### config.mk
export PLATFORM = sky130hd
export DESIGN_NAME = adc_sample_convert_control
export DESIGN_NICKNAME = d
export VERILOG_FILES = /design/src/core/adc_ctl_pkg.sv /design/src/core/adc_sample_convert_control.sv
export SDC_FILE = /design/constraint.sdc
export NUM_CORES = 1
export LEC_CHECK = 0
export ABC_AREA = 0
export CORE_MARGIN = 2
export CORE_UTILIZATION = 50
export DETAILED_ROUTE_END_ITERATION = 8
export DONT_BUFFER_PORTS = 1
export GPL_TIMING_DRIVEN = 0
export SETUP_SLACK_MARGIN = 0.4
export SYNTH_ARGS = -nofsm -noshare
export SYNTH_HDL_FRONTEND = slang
export SYNTH_SLANG_ARGS = --single-unit
### constraint.sdc
create_clock -name sys_clk -period 2.41 [get_ports sys_clk]
set_clock_uncertainty 0.05 [all_clocks]
set_input_delay 0.241 -clock sys_clk [delete_from_list [all_inputs] [get_ports sys_clk]]
set_output_delay 0.241 -clock sys_clk [all_outputs]
set_load 0.05 [all_outputs]
### src/core/adc_ctl_pkg.sv
// package: register layout, codes and types for the converter control block
package adc_ctl_pkg;
	localparam int ADDR_W = 4;
	localparam logic [ADDR_W-1:0] ADC_CONTROL_ONE_OFS = 4'h0;
	localparam logic [ADDR_W-1:0] SAMPLE_TIME_OFS = 4'h4;
	localparam logic [ADDR_W-1:0] RESULT_OFS = 4'h8;
	localparam int ON_BIT = 15;
	localparam int IDLE_STOP_BIT = 13;
	localparam int FORMAT_LSB = 8;
	localparam int TRIG_LSB = 5;
	localparam int STOP_AUTO_BIT = 4;
	localparam int AUTO_START_BIT = 2;
	localparam int SAMPLE_BIT = 1;
	localparam int DONE_BIT = 0;
	localparam int RESULT_W = 10;
	localparam logic [7:0] SAMPLE_TIME_RESET = 8'h01;

	typedef enum logic [2:0] {
		FMT_INT16 = 3'b000,
		FMT_SINT16 = 3'b001,
		FMT_FRAC16 = 3'b010,
		FMT_SFRAC16 = 3'b011,
		FMT_INT32 = 3'b100,
		FMT_SINT32 = 3'b101,
		FMT_FRAC32 = 3'b110,
		FMT_SFRAC32 = 3'b111
	} result_format_t;

	typedef enum logic [2:0] {
		TRIG_MANUAL = 3'b000,
		TRIG_EXT_PIN = 3'b001,
		TRIG_TIMER = 3'b010,
		TRIG_CHARGE = 3'b011,
		TRIG_AUTO = 3'b111
	} trigger_source_select_t;

	typedef struct packed {
		logic [ADDR_W-1:0] addr;
		logic [31:0] wdata;
		logic wr;
		logic rd;
	} reg_req_t;

	typedef struct packed {
		logic sample;
		logic convert_start;
	} core_ctl_t;
endpackage

### src/core/adc_sample_convert_control.sv
// converter control: mode, sampling, trigger, result format and status
//
// Strobed register access and the address map were decided locally.
`timescale 1ns/1ns
module adc_sample_convert_control
	import adc_ctl_pkg::*;
#(
	parameter int RES_W = RESULT_W
) (
	input wire logic sys_clk,
	input wire logic rst_n,
	input wire adc_ctl_pkg::reg_req_t req,
	output logic [31:0] rdata,
	input wire logic device_idle,
	input wire logic ext_irq_pin_zero,
	input wire logic ext_irq_rising,
	input wire logic timer_period_match,
	input wire logic charge_time_unit_event,
	input wire logic adc_irq,
	input wire logic core_conv_done,
	input wire logic [RES_W-1:0] core_result,
	output adc_ctl_pkg::core_ctl_t core_ctl,
	output logic [31:0] result_word
);
	import adc_ctl_pkg::*;

	// the format table is laid out for a ten-bit result only
	if (RES_W != RESULT_W) begin : g_bad_width
		$error("result width must be ten bits");
	end

	// bits of the control word that exist; all others read zero
	localparam logic [31:0] CTL_USED = (32'h1 << ON_BIT) | (32'h1 << IDLE_STOP_BIT)
		| (32'h7 << FORMAT_LSB) | (32'h7 << TRIG_LSB) | (32'h1 << STOP_AUTO_BIT)
		| (32'h1 << AUTO_START_BIT) | (32'h1 << SAMPLE_BIT) | (32'h1 << DONE_BIT);

	// ***********************************************************
	// control register
	// ***********************************************************
	logic module_on;
	logic idle_stop;
	result_format_t result_format;
	trigger_source_select_t trigger_source_select;
	logic stop_autostart_on_irq;
	logic auto_sample_start;
	logic sample_active;
	logic done;
	logic [7:0] sample_time;
	logic converting;
	logic [7:0] sample_count;
	logic [2:0] pin_sync;
	logic pin_prev;
	logic running;
	logic wr_ctl;
	logic trig_event;
	logic conv_start;
	logic done_event;

	assign wr_ctl = req.wr && req.addr == ADC_CONTROL_ONE_OFS;
	assign running = module_on && !(idle_stop && device_idle);

	always_ff @(posedge sys_clk) begin
		if (!rst_n) begin
			module_on <= 1'b0;
			idle_stop <= 1'b0;
			result_format <= FMT_INT16;
			trigger_source_select <= TRIG_MANUAL;
			stop_autostart_on_irq <= 1'b0;
		end else if (wr_ctl) begin
			module_on <= req.wdata[ON_BIT];
			idle_stop <= req.wdata[IDLE_STOP_BIT];
			result_format <= result_format_t'(req.wdata[FORMAT_LSB +: 3]);
			trigger_source_select <= trigger_source_select_t'(req.wdata[TRIG_LSB +: 3]);
			stop_autostart_on_irq <= req.wdata[STOP_AUTO_BIT];
		end
	end

	always_ff @(posedge sys_clk) begin
		if (!rst_n) begin
			auto_sample_start <= 1'b0;
		end else if (running && stop_autostart_on_irq && adc_irq) begin
			auto_sample_start <= 1'b0;
		end else if (wr_ctl) begin
			auto_sample_start <= req.wdata[AUTO_START_BIT];
		end
	end

	always_ff @(posedge sys_clk) begin
		if (!rst_n) begin
			sample_time <= SAMPLE_TIME_RESET;
		end else if (req.wr && req.addr == SAMPLE_TIME_OFS) begin
			sample_time <= req.wdata[7:0];
		end
	end

	// ***********************************************************
	// trigger selection
	// ***********************************************************
	// pin is asynchronous: three stages, edge only when stages two and three agree
	always_ff @(posedge sys_clk) begin
		if (!rst_n) begin
			pin_sync <= 3'h0;
			pin_prev <= 1'b0;
		end else begin
			pin_sync <= {pin_sync[1:0], ext_irq_pin_zero};
			if (pin_sync[1] == pin_sync[2]) begin
				pin_prev <= pin_sync[2];
			end
		end
	end

	logic pin_edge;
	assign pin_edge = (pin_sync[1] == pin_sync[2]) && (pin_sync[2] != pin_prev)
		&& (pin_sync[2] == ext_irq_rising);

	always_comb begin
		trig_event = 1'b0;
		unique case (trigger_source_select)
			TRIG_MANUAL: trig_event = wr_ctl && !req.wdata[SAMPLE_BIT];
			TRIG_EXT_PIN: trig_event = pin_edge;
			TRIG_TIMER: trig_event = timer_period_match;
			TRIG_CHARGE: trig_event = charge_time_unit_event;
			TRIG_AUTO: trig_event = sample_count >= sample_time;
			default: trig_event = 1'b0; // reserved codes never trigger
		endcase
	end

	assign conv_start = running && sample_active && !converting && trig_event;
	assign done_event = running && converting && core_conv_done;

	// ***********************************************************
	// sample and convert sequencing
	// ***********************************************************
	always_ff @(posedge sys_clk) begin
		if (!rst_n || !running) begin
			sample_count <= 8'h00;
		end else if (sample_active && !converting && sample_count != 8'hFF) begin
			sample_count <= sample_count + 8'h01;
		end else if (!sample_active) begin
			sample_count <= 8'h00;
		end
	end

	// sample bit: hardware clear on trigger, hardware set on autostart
	always_ff @(posedge sys_clk) begin
		if (!rst_n || !running) begin
			sample_active <= 1'b0;
		end else if (conv_start) begin
			sample_active <= 1'b0;
		end else if (auto_sample_start && !converting && !sample_active) begin
			sample_active <= 1'b1;
		end else if (wr_ctl && req.wdata[SAMPLE_BIT] && !converting) begin
			sample_active <= 1'b1;
		end
	end

	always_ff @(posedge sys_clk) begin
		if (!rst_n || !running) begin
			converting <= 1'b0;
		end else if (conv_start) begin
			converting <= 1'b1;
		end else if (done_event) begin
			converting <= 1'b0;
		end
	end

	// set wins over software clear; a one write is ignored
	always_ff @(posedge sys_clk) begin
		if (!rst_n) begin
			done <= 1'b0;
		end else if (done_event) begin
			done <= 1'b1;
		end else if (conv_start) begin
			done <= 1'b0;
		end else if (wr_ctl && !req.wdata[DONE_BIT]) begin
			done <= 1'b0;
		end
	end

	assign core_ctl.sample = sample_active;
	assign core_ctl.convert_start = conv_start;

	// ***********************************************************
	// result formatting
	// ***********************************************************
	function automatic logic [31:0] format_result(input result_format_t f, input logic [RES_W-1:0] d);
		logic [31:0] w;
		w = 32'h0000_0000;
		unique case (f)
			FMT_INT16: w = {22'h0, d};
			FMT_SINT16: w = {16'h0, {6{d[RES_W-1]}}, d};
			FMT_FRAC16: w = {16'h0, d, 6'h00};
			FMT_SFRAC16: w = {16'h0, d, 6'h00};
			FMT_INT32: w = {22'h0, d};
			FMT_SINT32: w = {{22{d[RES_W-1]}}, d};
			FMT_FRAC32: w = {d, 22'h0};
			FMT_SFRAC32: w = {d, 22'h0};
		endcase
		return w;
	endfunction

	always_ff @(posedge sys_clk) begin
		if (!rst_n) begin
			result_word <= 32'h0000_0000;
		end else if (done_event) begin
			result_word <= format_result(result_format, core_result);
		end
	end

	// ***********************************************************
	// register read
	// ***********************************************************
	always_ff @(posedge sys_clk) begin
		if (!rst_n) begin
			rdata <= 32'h0000_0000;
		end else if (req.rd) begin
			rdata <= 32'h0000_0000;
			if (req.addr == ADC_CONTROL_ONE_OFS) begin
				rdata[ON_BIT] <= module_on;
				rdata[IDLE_STOP_BIT] <= idle_stop;
				rdata[FORMAT_LSB +: 3] <= result_format;
				rdata[TRIG_LSB +: 3] <= trigger_source_select;
				rdata[STOP_AUTO_BIT] <= stop_autostart_on_irq;
				rdata[AUTO_START_BIT] <= auto_sample_start;
				rdata[SAMPLE_BIT] <= sample_active;
				rdata[DONE_BIT] <= done;
			end else if (req.addr == SAMPLE_TIME_OFS) begin
				rdata[7:0] <= sample_time;
			end else if (req.addr == RESULT_OFS) begin
				rdata <= result_word;
			end
		end else begin
			rdata <= 32'h0000_0000;
		end
	end

	// ***********************************************************
	// checks
	// ***********************************************************
	a_off_no_sample: assert property (@(posedge sys_clk) disable iff (!rst_n)
		!running |=> !sample_active && !converting) else $error("sampling while disabled");
	a_idle_stops: assert property (@(posedge sys_clk) disable iff (!rst_n)
		module_on && idle_stop && device_idle |-> !conv_start) else $error("conversion in idle");
	a_manual_trigger: assert property (@(posedge sys_clk) disable iff (!rst_n)
		running && sample_active && !converting && trigger_source_select == TRIG_MANUAL
		&& wr_ctl && !req.wdata[SAMPLE_BIT] |=> converting && !sample_active)
		else $error("manual trigger missed");
	a_timer_trigger: assert property (@(posedge sys_clk) disable iff (!rst_n)
		running && sample_active && !converting && trigger_source_select == TRIG_TIMER
		&& timer_period_match |=> converting) else $error("timer trigger missed");
	a_reserved_idle: assert property (@(posedge sys_clk) disable iff (!rst_n)
		trigger_source_select inside {3'b100, 3'b101, 3'b110} |-> !conv_start)
		else $error("reserved trigger fired");
	a_done_sets: assert property (@(posedge sys_clk) disable iff (!rst_n)
		done_event |=> done) else $error("done not set");
	a_done_start_clr: assert property (@(posedge sys_clk) disable iff (!rst_n)
		conv_start |=> !done) else $error("done not cleared at start");
	a_done_one_ignored: assert property (@(posedge sys_clk) disable iff (!rst_n)
		!done && !done_event ##1 !done_event |-> !done) else $error("done set without cause");
	a_autostart_sample: assert property (@(posedge sys_clk) disable iff (!rst_n)
		running && auto_sample_start && done_event |=> ##1 sample_active || !running || !auto_sample_start)
		else $error("autostart did not resample");
	a_stop_autostart: assert property (@(posedge sys_clk) disable iff (!rst_n)
		running && stop_autostart_on_irq && adc_irq |=> !auto_sample_start)
		else $error("autostart not stopped");
	a_frac32_format: assert property (@(posedge sys_clk) disable iff (!rst_n)
		done_event && result_format == FMT_FRAC32 |=> result_word == {$past(core_result), 22'h0})
		else $error("format 110 wrong");
	a_sint32_format: assert property (@(posedge sys_clk) disable iff (!rst_n)
		done_event && result_format == FMT_SINT32 |=> result_word[31] == result_word[9])
		else $error("format 101 wrong");

	// ***********************************************************
	// format checks
	// ***********************************************************
	a_int16_format: assert property (@(posedge sys_clk) disable iff (!rst_n)
		done_event && result_format == FMT_INT16
		|=> result_word == {22'h0, $past(core_result)})
		else $error("format 000 wrong");
	a_frac16_format: assert property (@(posedge sys_clk) disable iff (!rst_n)
		done_event && result_format == FMT_FRAC16
		|=> result_word == {16'h0, $past(core_result), 6'h00})
		else $error("format 010 wrong");
	a_sfrac16_format: assert property (@(posedge sys_clk) disable iff (!rst_n)
		done_event && result_format == FMT_SFRAC16
		|=> result_word[31:16] == 16'h0 && result_word[15] == $past(core_result[RES_W-1]) && result_word[5:0] == 6'h00)
		else $error("format 011 wrong");
	a_int32_format: assert property (@(posedge sys_clk) disable iff (!rst_n)
		done_event && result_format == FMT_INT32
		|=> result_word == {22'h0, $past(core_result)})
		else $error("format 100 wrong");
	a_sfrac32_format: assert property (@(posedge sys_clk) disable iff (!rst_n)
		done_event && result_format == FMT_SFRAC32
		|=> result_word[31] == $past(core_result[RES_W-1]) && result_word[21:0] == 22'h0)
		else $error("format 111 wrong");
	a_sint16_format: assert property (@(posedge sys_clk) disable iff (!rst_n)
		done_event && result_format == FMT_SINT16
		|=> result_word[31:16] == 16'h0 && result_word[15:10] == {6{$past(core_result[RES_W-1])}})
		else $error("format 001 wrong");
	a_result_holds: assert property (@(posedge sys_clk) disable iff (!rst_n)
		!done_event
		|=> $stable(result_word))
		else $error("result changed without conversion");

	// ***********************************************************
	// sequencing checks
	// ***********************************************************
	a_pin_trigger: assert property (@(posedge sys_clk) disable iff (!rst_n)
		running && sample_active && !converting && trigger_source_select == TRIG_EXT_PIN && pin_edge
		|=> converting)
		else $error("pin trigger missed");
	a_charge_trigger: assert property (@(posedge sys_clk) disable iff (!rst_n)
		running && sample_active && !converting && trigger_source_select == TRIG_CHARGE && charge_time_unit_event
		|=> converting)
		else $error("charge trigger missed");
	a_counter_trigger: assert property (@(posedge sys_clk) disable iff (!rst_n)
		running && sample_active && !converting && trigger_source_select == TRIG_AUTO && sample_count >= sample_time
		|=> converting)
		else $error("counter trigger missed");
	a_sw_sample_set: assert property (@(posedge sys_clk) disable iff (!rst_n)
		running && wr_ctl && req.wdata[SAMPLE_BIT] && !converting && !conv_start
		|=> sample_active)
		else $error("software sample start lost");
	a_auto_sample_set: assert property (@(posedge sys_clk) disable iff (!rst_n)
		running && auto_sample_start && !converting && !sample_active
		|=> sample_active)
		else $error("autostart did not set sample");
	a_hw_sample_clr: assert property (@(posedge sys_clk) disable iff (!rst_n)
		conv_start
		|=> !sample_active)
		else $error("sample not cleared at start");
	a_sample_gated: assert property (@(posedge sys_clk) disable iff (!rst_n)
		!auto_sample_start && !sample_active && !(wr_ctl && req.wdata[SAMPLE_BIT])
		|=> !sample_active)
		else $error("sampling began without cause");
	a_idle_halts: assert property (@(posedge sys_clk) disable iff (!rst_n)
		module_on && idle_stop && device_idle
		|=> !sample_active && !converting)
		else $error("block active in idle");
	a_done_sw_clear: assert property (@(posedge sys_clk) disable iff (!rst_n)
		wr_ctl && !req.wdata[DONE_BIT] && !done_event
		|=> !done)
		else $error("done clear lost");
	a_clear_keeps_conv: assert property (@(posedge sys_clk) disable iff (!rst_n)
		running && converting && wr_ctl && !req.wdata[DONE_BIT] && !done_event
		|=> converting)
		else $error("done clear stopped conversion");

	// ***********************************************************
	// read path checks
	// ***********************************************************
	a_rdata_idle: assert property (@(posedge sys_clk) disable iff (!rst_n)
		!req.rd
		|=> rdata == 32'h0000_0000)
		else $error("read data outside read cycle");
	a_ctl_unused_zero: assert property (@(posedge sys_clk) disable iff (!rst_n)
		req.rd && req.addr == ADC_CONTROL_ONE_OFS
		|=> (rdata & ~CTL_USED) == 32'h0000_0000)
		else $error("unused control bits not zero");
endmodule // adc_sample_convert_control

==> impl_metrics.yaml, run 1 <==
yosys:
  yosys_warnings: 0
  seq_area_frac_synth: 0.4830
  synth.cell_area_um2: 3606
  ys_top_cells_by_area: "dfxtp_1, nor2_1, a21oi_1, mux2i_1, nand2_1"
  synth_edf_count: 0
  yosysTopAreaCell: "dfxtp_1"
  synth_top_flop_cell: "dfxtp_1"
  synth_cells: 404
  synthArstFlopShare: 0
  syn_area_per_cell_um2: 8.926
  synth_cell_types: 45
  syn_nets: 470
  ys_ff_latch: 87
  yosysTopAreaCellShare: 0.4830
drt:
  top_layer_used: "met4"
  num_vias: 2974
  routedWlPerCell_um: 17.31
  drt-total-wl_um: 9329
  dr.pass1.iters: 4
  antenna_left: 0
  vias_per_cell: 5.518
  wl_met3_um: 894
  drt-met1-wl_um: 4176
  drc: 0
  wl_met2_um: 4097
  first_iter_violations: 140
status:
  status: "finished, final reports clean"
clocking:
  clockBufferDepth: 2
  cts_buffers: 9
  cts_tree: "yes"
  path_clk_slew_ps: 90
  htreeDepth: 3
  numClockSinks: 87
  insertion_delay_ps: 350
  root_buffer: "clkbuf_8"
die:
  die_h_um: 88.93
  std_cell_rows: 30
  core_area_um2: 6869
  io_pins: 123
  die_x_um: 88.93
  die_area_um2: 7908
  initial_core_util: 0.5250
power_and_ir_drop:
  power_mw: 2.680
  ir_worst_vdd_v: 0.0003642
  power.density_nw_per_um2: 622.8
  p_leak_nw: 1.684
final_layout:
  n_antenna_cell: 0
  fillers: 626
  nNetsFinal: 504
  drive_above_1_share: 0.1941
  fin_util: 0.6264
  syn2layout_area_growth_pct: 19.33
  regArea_um2: 1762
  fin_cells: 539
  multi_input_area_um2: 1725
timing:
  maxSlewViolCount: 0
  fmax_mhz: 477.6
  rsz0062_at_grt: "true"
  fin_hold_ws_ps: 12.79
  fin_crit_sh: 0.8689
  max-slew-margin-rel: 0.5653
  finalSetupTns_ps: 0
  finalHoldViolCount: 0
  worstMarginPinSlew_ps: 651.1
  period_minus_slack_ps: 2094
  setup_violations: 0
grt:
  grt_pass1_vias: 2794
  grt_usage: 0.2416
  grt_max_degree: 15
  grt_pass1_wl_um: 14360
  grt-ovfl-total: 0
  antenna_found_initial: 0
critical_path:
  r2r_slack_ps: 490
  critPathTopFamily: "compound AO/OA/AOI/OAI gates"
  cp-end-kind: "output port"
  worstPathCellList: "inv_2 > ha_4 > nand2_2 > nor2_1 > a41oi_2 > o32ai_4 > buf_6"
  critical-path-slowest-cell: "dfxtp_2"
  worstSetupPathType: "register to output port"
  start_kind: "register"
  path_max_fanout: 4
  worstPathArrival_ps: 1800
  critical_path_required_ps: 2120
  critPathMaxStageDelay_ps: 340
  crit_buf_inv: 2
run:
  drv_cap: 0
placement:
  dp.cells: 500
  place_congestion: 0.8767
  dpl.hpwl_um: 6692
  numPortBuffers: 0
hold_path:
  hp-class: "primary input to register"
==> cell families after synthesis <==
| group | after synthesis | share of synthesized area |
|---|---|---|
| adders and majority gates | 9 | 0.03123 |
| buffers and inverters | 48 | 0.07113 |
| xor gates and xnor gates | 4 | 0.009717 |
| DFF | 87 | 0.4830 |
| muxes | 15 | 0.04164 |
| and+or+nand+nor | 154 | 0.2054 |
| AOI/OAI and AO/OA | 87 | 0.1579 |
==> layout by cell type (no fill, tap or decap), drive strengths merged, types with 6 or more instances in the layout <==
master / n
dfxtp: 87
nor2: 55
a21oi: 41
nand2: 37
buf: 30
clkbuf: 22
and2: 19
dlygate4sd3: 16
mux2i: 15
inv: 14
nor3: 13
o21ai: 13
nand3: 12
ha: 9
a211oi: 8
a2111oi: 6
==> registers in the layout (all words and copies together) (netlist names) <==
register and flops:
result_word 27, pin_sync 3, pin_prev 1, stop_autostart_on_irq 1
done 1, sample_time 8, rdata 27, auto_sample_start 1
result_format 3, trigger_source_select 3, sample_active 1, sample_count 8
idle_stop 1, module_on 1, converting 1
==> area by class of cell <==
cell class              count  area share
plain buffers              34     0.04827
clock buffers              11     0.03286
clock inverters             5     0.01890
inverters                  14     0.01221
multi-input cells         269      0.4010
flip-flops and latches     87      0.4094
well taps                  96     0.02792
repair buffers             23     0.04943
==> Yosys cell counts (4+ instances only) <==
cell / instances
o21ai_1: 8
clkbuf_1: 11
dfxtp_1: 87
mux2i_1: 15
a211oi_1: 8
nand4_1: 4
ha_1: 9
nor2_1: 55
nand2_1: 37
a2111oi_0: 6
a21oi_1: 41
inv_1: 10
and3_1: 4
a221oi_1: 4
nor3_1: 13
nand3_1: 12
buf_2: 4
o21ai_0: 5
buf_4: 15
inv_2: 4
and2_1: 18
==> routing by layer <==
| layer | global-route usage | vias to the layer above |
|---|---|---|
| met5 | 0 | - |
| met4 | 0.08402 | 0 |
| met3 | 0.08218 | 14 |
| met2 | 0.3467 | 104 |
| met1 | 0.3393 | 1398 |
| li1 | - | 1458 |
==> per-stage QoR <==
stage | worst slack (ps) | cell area [um^2]
final | 316.0 | 4303
after detailed placement | 307.1 | 3726
after global placement | 353.3 | 3726
after global routing | 254.6 | 4303
after floorplan | 522.9 | 3606
after CTS | 324.7 | 4289
==> path summary, 6_finish.rpt <==
kind | startpoint | end | depth (start not counted)
min reg2reg | pin_sync[0] | pin_sync[1] | 1
min | core_result[7] | result_word[29] | 2
max reg2reg | module_on | result_word[7] | 7
max | sample_time[7] | core_ctl[0] | 7
==> power by group <==
| group | internal, mW | switching [mW] | total [mW] |
|---|---|---|---|
| registers | 1.44 | 0.0102 | 1.45 |
| clock network | 0.613 | 0.514 | 1.13 |
| logic | 0.0436 | 0.0579 | 0.102 |
| total | 2.10 | 0.582 | 2.68 |
==> what timing repair did <==
item	in CTS	in global routing
endpoints found under the setup margin	2	2
buffers inserted	7	0
resized for setup	37	3
hold buffers	16	0
hold endpoints to repair	19	0
pin swaps	10	1
(Power assumes the default switching activity.)
==> run 2, diff against run 1 <==
- CORE_UTILIZATION: 50 -> 45
==> run 2 against run 1 <==
  * Hold slack lost 6.6 ps
  * Sequential cell count is the same
  * Register-to-register slack lost 30 ps
  * Sequential share of layout area grew 0.16 points
  * Combinational power grew 4%
  * Setup slack lost 31 ps
  * Die area grew 11%
  * Fmax shrank 1.4%
  * Largest power group unchanged
==> impl_metrics.yaml, run 2 (synthesis results as in run 1) <==
status:
  status: "finished, final reports clean"
drt:
  antenna_left: 0
  dr.pass1.iters: 4
  vias_per_cell: 5.445
  num_vias: 2984
  drc: 0
  first_iter_violations: 155
  drt-total-wl_um: 9752
  routedWlPerCell_um: 17.80
critical_path:
  worstPathArrival_ps: 1830
  critical-path-slowest-cell: "dfxtp_2"
  worstPathCellList: "inv_1 > ha_1 > nand2_2 > o21ai_1 > a41oi_2 > o32ai_4 > buf_6"
  cp-end-kind: "output port"
  critical_path_required_ps: 2120
  critPathTopFamily: "compound AO/OA/AOI/OAI gates"
  r2r_slack_ps: 460
  worstSetupPathType: "register to output port"
  crit_buf_inv: 2
  path_max_fanout: 2
  start_kind: "register"
  critPathMaxStageDelay_ps: 330
final_layout:
  top_regs: "rdata (27), result_word (27)"
  n_antenna_cell: 0
  mostFrequentLayoutCells: "dfxtp_1, nor2_1, a21oi_1"
  drive_above_1_share: 0.1794
  nNetsFinal: 507
  final_common_cell: "dfxtp_1"
  syn2layout_area_growth_pct: 18.95
timing:
  worstMarginPinSlew_ps: 677.0
  finalHoldViolCount: 0
  rsz0062_at_grt: "true"
  finalSetupTns_ps: 0
  maxSlewViolCount: 0
  period_minus_slack_ps: 2124
  setup_violations: 0
  fmax_mhz: 470.7
  fin_crit_sh: 0.8815
  max-slew-margin-rel: 0.5480
  worst_slack_ps: 285.5
hold_path:
  hp-class: "primary input to register"
grt:
  grt_pass1_wl_um: 15150
  grt_max_degree: 15
  grt_usage: 0.2265
  antenna_found_initial: 0
  grt-ovfl-total: 0
  grt_pass1_vias: 2879
die:
  io_pins: 123
  die_area_um2: 8745
  core_area_um2: 7727
  initial_core_util: 0.4666
  die_x_um: 93.52
  std_cell_rows: 32
  die_h_um: 93.52
power_and_ir_drop:
  power.density_nw_per_um2: 609.4
  power_mw: 2.614
  ir_worst_vdd_v: 0.0003008
  p_leak_nw: 1.677
run:
  drv_cap: 0
placement:
  dpl.hpwl_um: 6905
  place_ws_ps: 311.8
  place_congestion: 0.8925
  numPortBuffers: 0
clocking:
  path_clk_slew_ps: 80
  cts_buffers: 9
  cts_tree: "yes"
  insertion_delay_ps: 350
  htreeDepth: 3
  numClockSinks: 87
  root_buffer: "clkbuf_8"
  clockBufferDepth: 2
==> run 2: stage by stage <==
| stage | cells | hold WS (ps) | utilization | area (um^2) |
|---|---|---|---|---|
| 3_5_place_dp | 506 | 318.6 | 0.4832 | 3734 |
| 5_1_grt | 548 | 4.876 | 0.5551 | 4289 |
| 2_1_floorplan | 404 | 309.1 | - | 3606 |
| 6_report | 548 | 6.193 | 0.5551 | 4289 |
| 3_3_place_gp | 506 | 317.3 | 0.4832 | 3734 |
| 4_1_cts | 547 | 2.253 | 0.5533 | 4275 |
==> run 2: final cells by class <==
type | count | area [um^2]
multi-input cells | 269 | 1687
plain buffers | 34 | 207.7
well taps | 102 | 127.6
inverters | 14 | 52.55
fillers | 732 | 3438
flip-flops and latches | 87 | 1763
clock inverters | 4 | 53.80
repair buffers | 26 | 242.7
clock buffers | 12 | 155.1
==> run 2: final timing paths <==
path | startpoint | cells after the start | endpoint
min | req[8] | 2 | sample_time[6]
max | sample_time[6] | 7 | core_ctl[0]
min reg2reg | pin_sync[0] | 1 | pin_sync[1]
max reg2reg | sample_time[6] | 9 | converting
==> run 2: repair_timing <==
action	CTS	global route
hold buffers	19	0
hold endpoints to repair	22	0
endpoints found under the setup margin	2	1
setup buffers	6	1
pin swaps	5	1
gates resized for setup	31	3
==> run 2: report_power, final <==
part / internal, mW / total (mW) / switching, mW / leakage, nW
Sequential: 1.44 / 1.45 / 0.0101 / 0.708
Combinational: 0.0461 / 0.106 / 0.0599 / 0.870
Clock: 0.538 / 1.06 / 0.520 / 0.0988
Total: 2.02 / 2.61 / 0.590 / 1.68
==> run 2: routing by layer <==
metal	global-route usage	wire, um
met3	0.06527	822
met4	0.1029	236
met1	0.2947	4224
met5	0	0
met2	0.3471	4468
==> run 2: worst register-to-register path: cells and delay by family (launching register included) <==
kind,cells,cell delay (ps)
compound gates,4,680
buf+inv,3,380
flops,1,330
fa+ha+maj,1,320
simple gates,1,90
==> run 3, diff against run 2 <==
- clock period: 2.41 -> 1.85 ns (I/O delays scaled with it)
==> run 3 against run 2 <==
  * The flow now finishes with violations (negative hold slack, negative setup slack)
  * Setup slack worse by 580 ps
  * Combinational power is 85% higher
  * First-iteration DRC count is 77% higher
  * Sequential power is 30% higher
  * Design area is 22% higher
  * Critical path type unchanged
  * Critical endpoint unchanged
  * Highest routed layer unchanged
==> impl_metrics.yaml, run 3 (synthesis results as in run 1) <==
status:
  status: "complete, but fails checks"
  violations: "negative hold slack, negative setup slack"
final_layout:
  mostFrequentLayoutCells: "dfxtp_1, nor2_1, nand2_1"
  design_area_um2: 5248
  syn2layout_area_growth_pct: 45.52
  fillers: 561
  nNetsFinal: 537
  final_common_cell: "dfxtp_1"
  fin_cells: 579
  top_regs: "rdata (27), result_word (27)"
  drive_above_1_share: 0.4013
grt:
  grt_max_degree: 16
  grt_usage: 0.2445
  grt_pass1_vias: 3107
  antenna_found_initial: 1
  grt_pass1_wl_um: 16180
  grt-ovfl-total: 0
drt:
  vias_per_cell: 5.718
  num_vias: 3311
  antenna_left: 0
  dr.pass1.iters: 5
  drc: 0
  drt-total-wl_um: 11800
  first_iter_violations: 274
  routedWlPerCell_um: 20.39
timing:
  finalHoldViolCount: 1
  rsz0062_at_grt: "true"
  finalSetupTns_ps: -893.1
  maxSlewViolCount: 0
  period_minus_slack_ps: 2145
  max-slew-margin-rel: 0.5351
  fin_crit_sh: 1.159
  setup_violations: 4
  worstMarginPinSlew_ps: 696.4
  fin_hold_ws_ps: -6.276
  fmax_mhz: 466.2
  worst_slack_ps: -294.9
clocking:
  cts_buffers: 9
  insertion_delay_ps: 370
  numClockSinks: 87
  root_buffer: "clkbuf_8"
  cts_tree: "yes"
  path_clk_slew_ps: 90
  htreeDepth: 3
  clockBufferDepth: 2
power_and_ir_drop:
  p_leak_nw: 1.947
  power_mw: 3.388
  power.density_nw_per_um2: 645.7
  ir_worst_vdd_v: 0.0005400
run:
  drv_cap: 0
die:
  initial_core_util: 0.4666
  std_cell_rows: 32
  die_area_um2: 8745
  io_pins: 123
  die_h_um: 93.52
  die_x_um: 93.52
  core_area_um2: 7727
hold_path:
  hp-class: "primary input to register"
critical_path:
  cp-end-kind: "output port"
  start_kind: "register"
  worstPathArrival_ps: 1910
  critical_path_required_ps: 1620
  worstSetupPathType: "register to output port"
  path_max_fanout: 4
placement:
  dp.cells: 506
  numPortBuffers: 0
  dpl-instance-area_um2: 3800
  place_ws_ps: -0.008660
  dpl.hpwl_um: 6950
  place_congestion: 0.8655
## run 3: changes by cell type in the layout (fill, tap and decap cells not counted), sizes merged
cell         delta
buf            +20
bufinv          -1
clkbuf          -2
diode           +1
dlygate4sd3    +10
inv             +2
nand3           +1
## run 3: critical path: stages (launching register included)
cell and delay, ps:
dfxtp_2 390, inv_1 50, ha_1 260, nor2b_1 40, o21ai_1 190, a41oi_2 200, o32ai_4 200, buf_6 210
## run 3: what timing repair did
action,CTS,global route
gates cloned,3,1
gates resized for setup,80,100
hold endpoints to repair,40,3
pin swaps,26,36
hold buffers,25,4
endpoints found under the setup margin,50,63
buffers inserted,15,8
## run 3: power breakdown
| group | internal [mW] | switching [mW] |
|---|---|---|
| Combinational | 0.0812 | 0.114 |
| Sequential | 1.88 | 0.0138 |
| Clock | 0.569 | 0.734 |
## run 3: area by class of cell
cell class	count	area, um^2	share of cell area
well taps	102	127.6	0.02432
diodes	1	2.502	0.0004769
clock inverters	5	38.79	0.007392
plain buffers	34	274.0	0.05222
clock buffers	11	151.4	0.02885
flip-flops and latches	87	1775	0.3383
inverters	14	52.55	0.01001
repair buffers	55	606.8	0.1156
multi-input cells	270	2218	0.4227
## run 3: worst paths after layout
check / start / endpoint / slack (ps) / cells past startpoint
min: core_result[8] / result_word[14] / -6 / 2
min reg2reg: pin_sync[0] / pin_sync[1] / 400 / 1
max: sample_count[0] / core_ctl[0] / -290 / 7
max reg2reg: sample_time[2] / converting / -260 / 10
## run 3: through the flow
| step | util | hold slack, ps |
|---|---|---|
| 2_1_floorplan | - | 253.1 |
| 3_3_place_gp | 0.4917 | 255.6 |
| 3_5_place_dp | 0.4917 | 270.1 |
| 4_1_cts | 0.6048 | 0.4460 |
| 5_1_grt | 0.6791 | 12.05 |
| 6_report | 0.6791 | -6.276 |
## run 3: per-layer routing
| metal | part of all wire | routed length [um] | vias up | track usage |
|---|---|---|---|---|
| met2 | 0.48 | 5686 | 153 | 0.3831 |
| met1 | 0.40 | 4774 | 1583 | 0.3163 |
| met5 | 0 | 0 | - | 0 |
| li1 | - | - | 1540 | - |
| met4 | 0.035 | 419 | 0 | 0.1029 |
| met3 | 0.078 | 924 | 35 | 0.06769 |
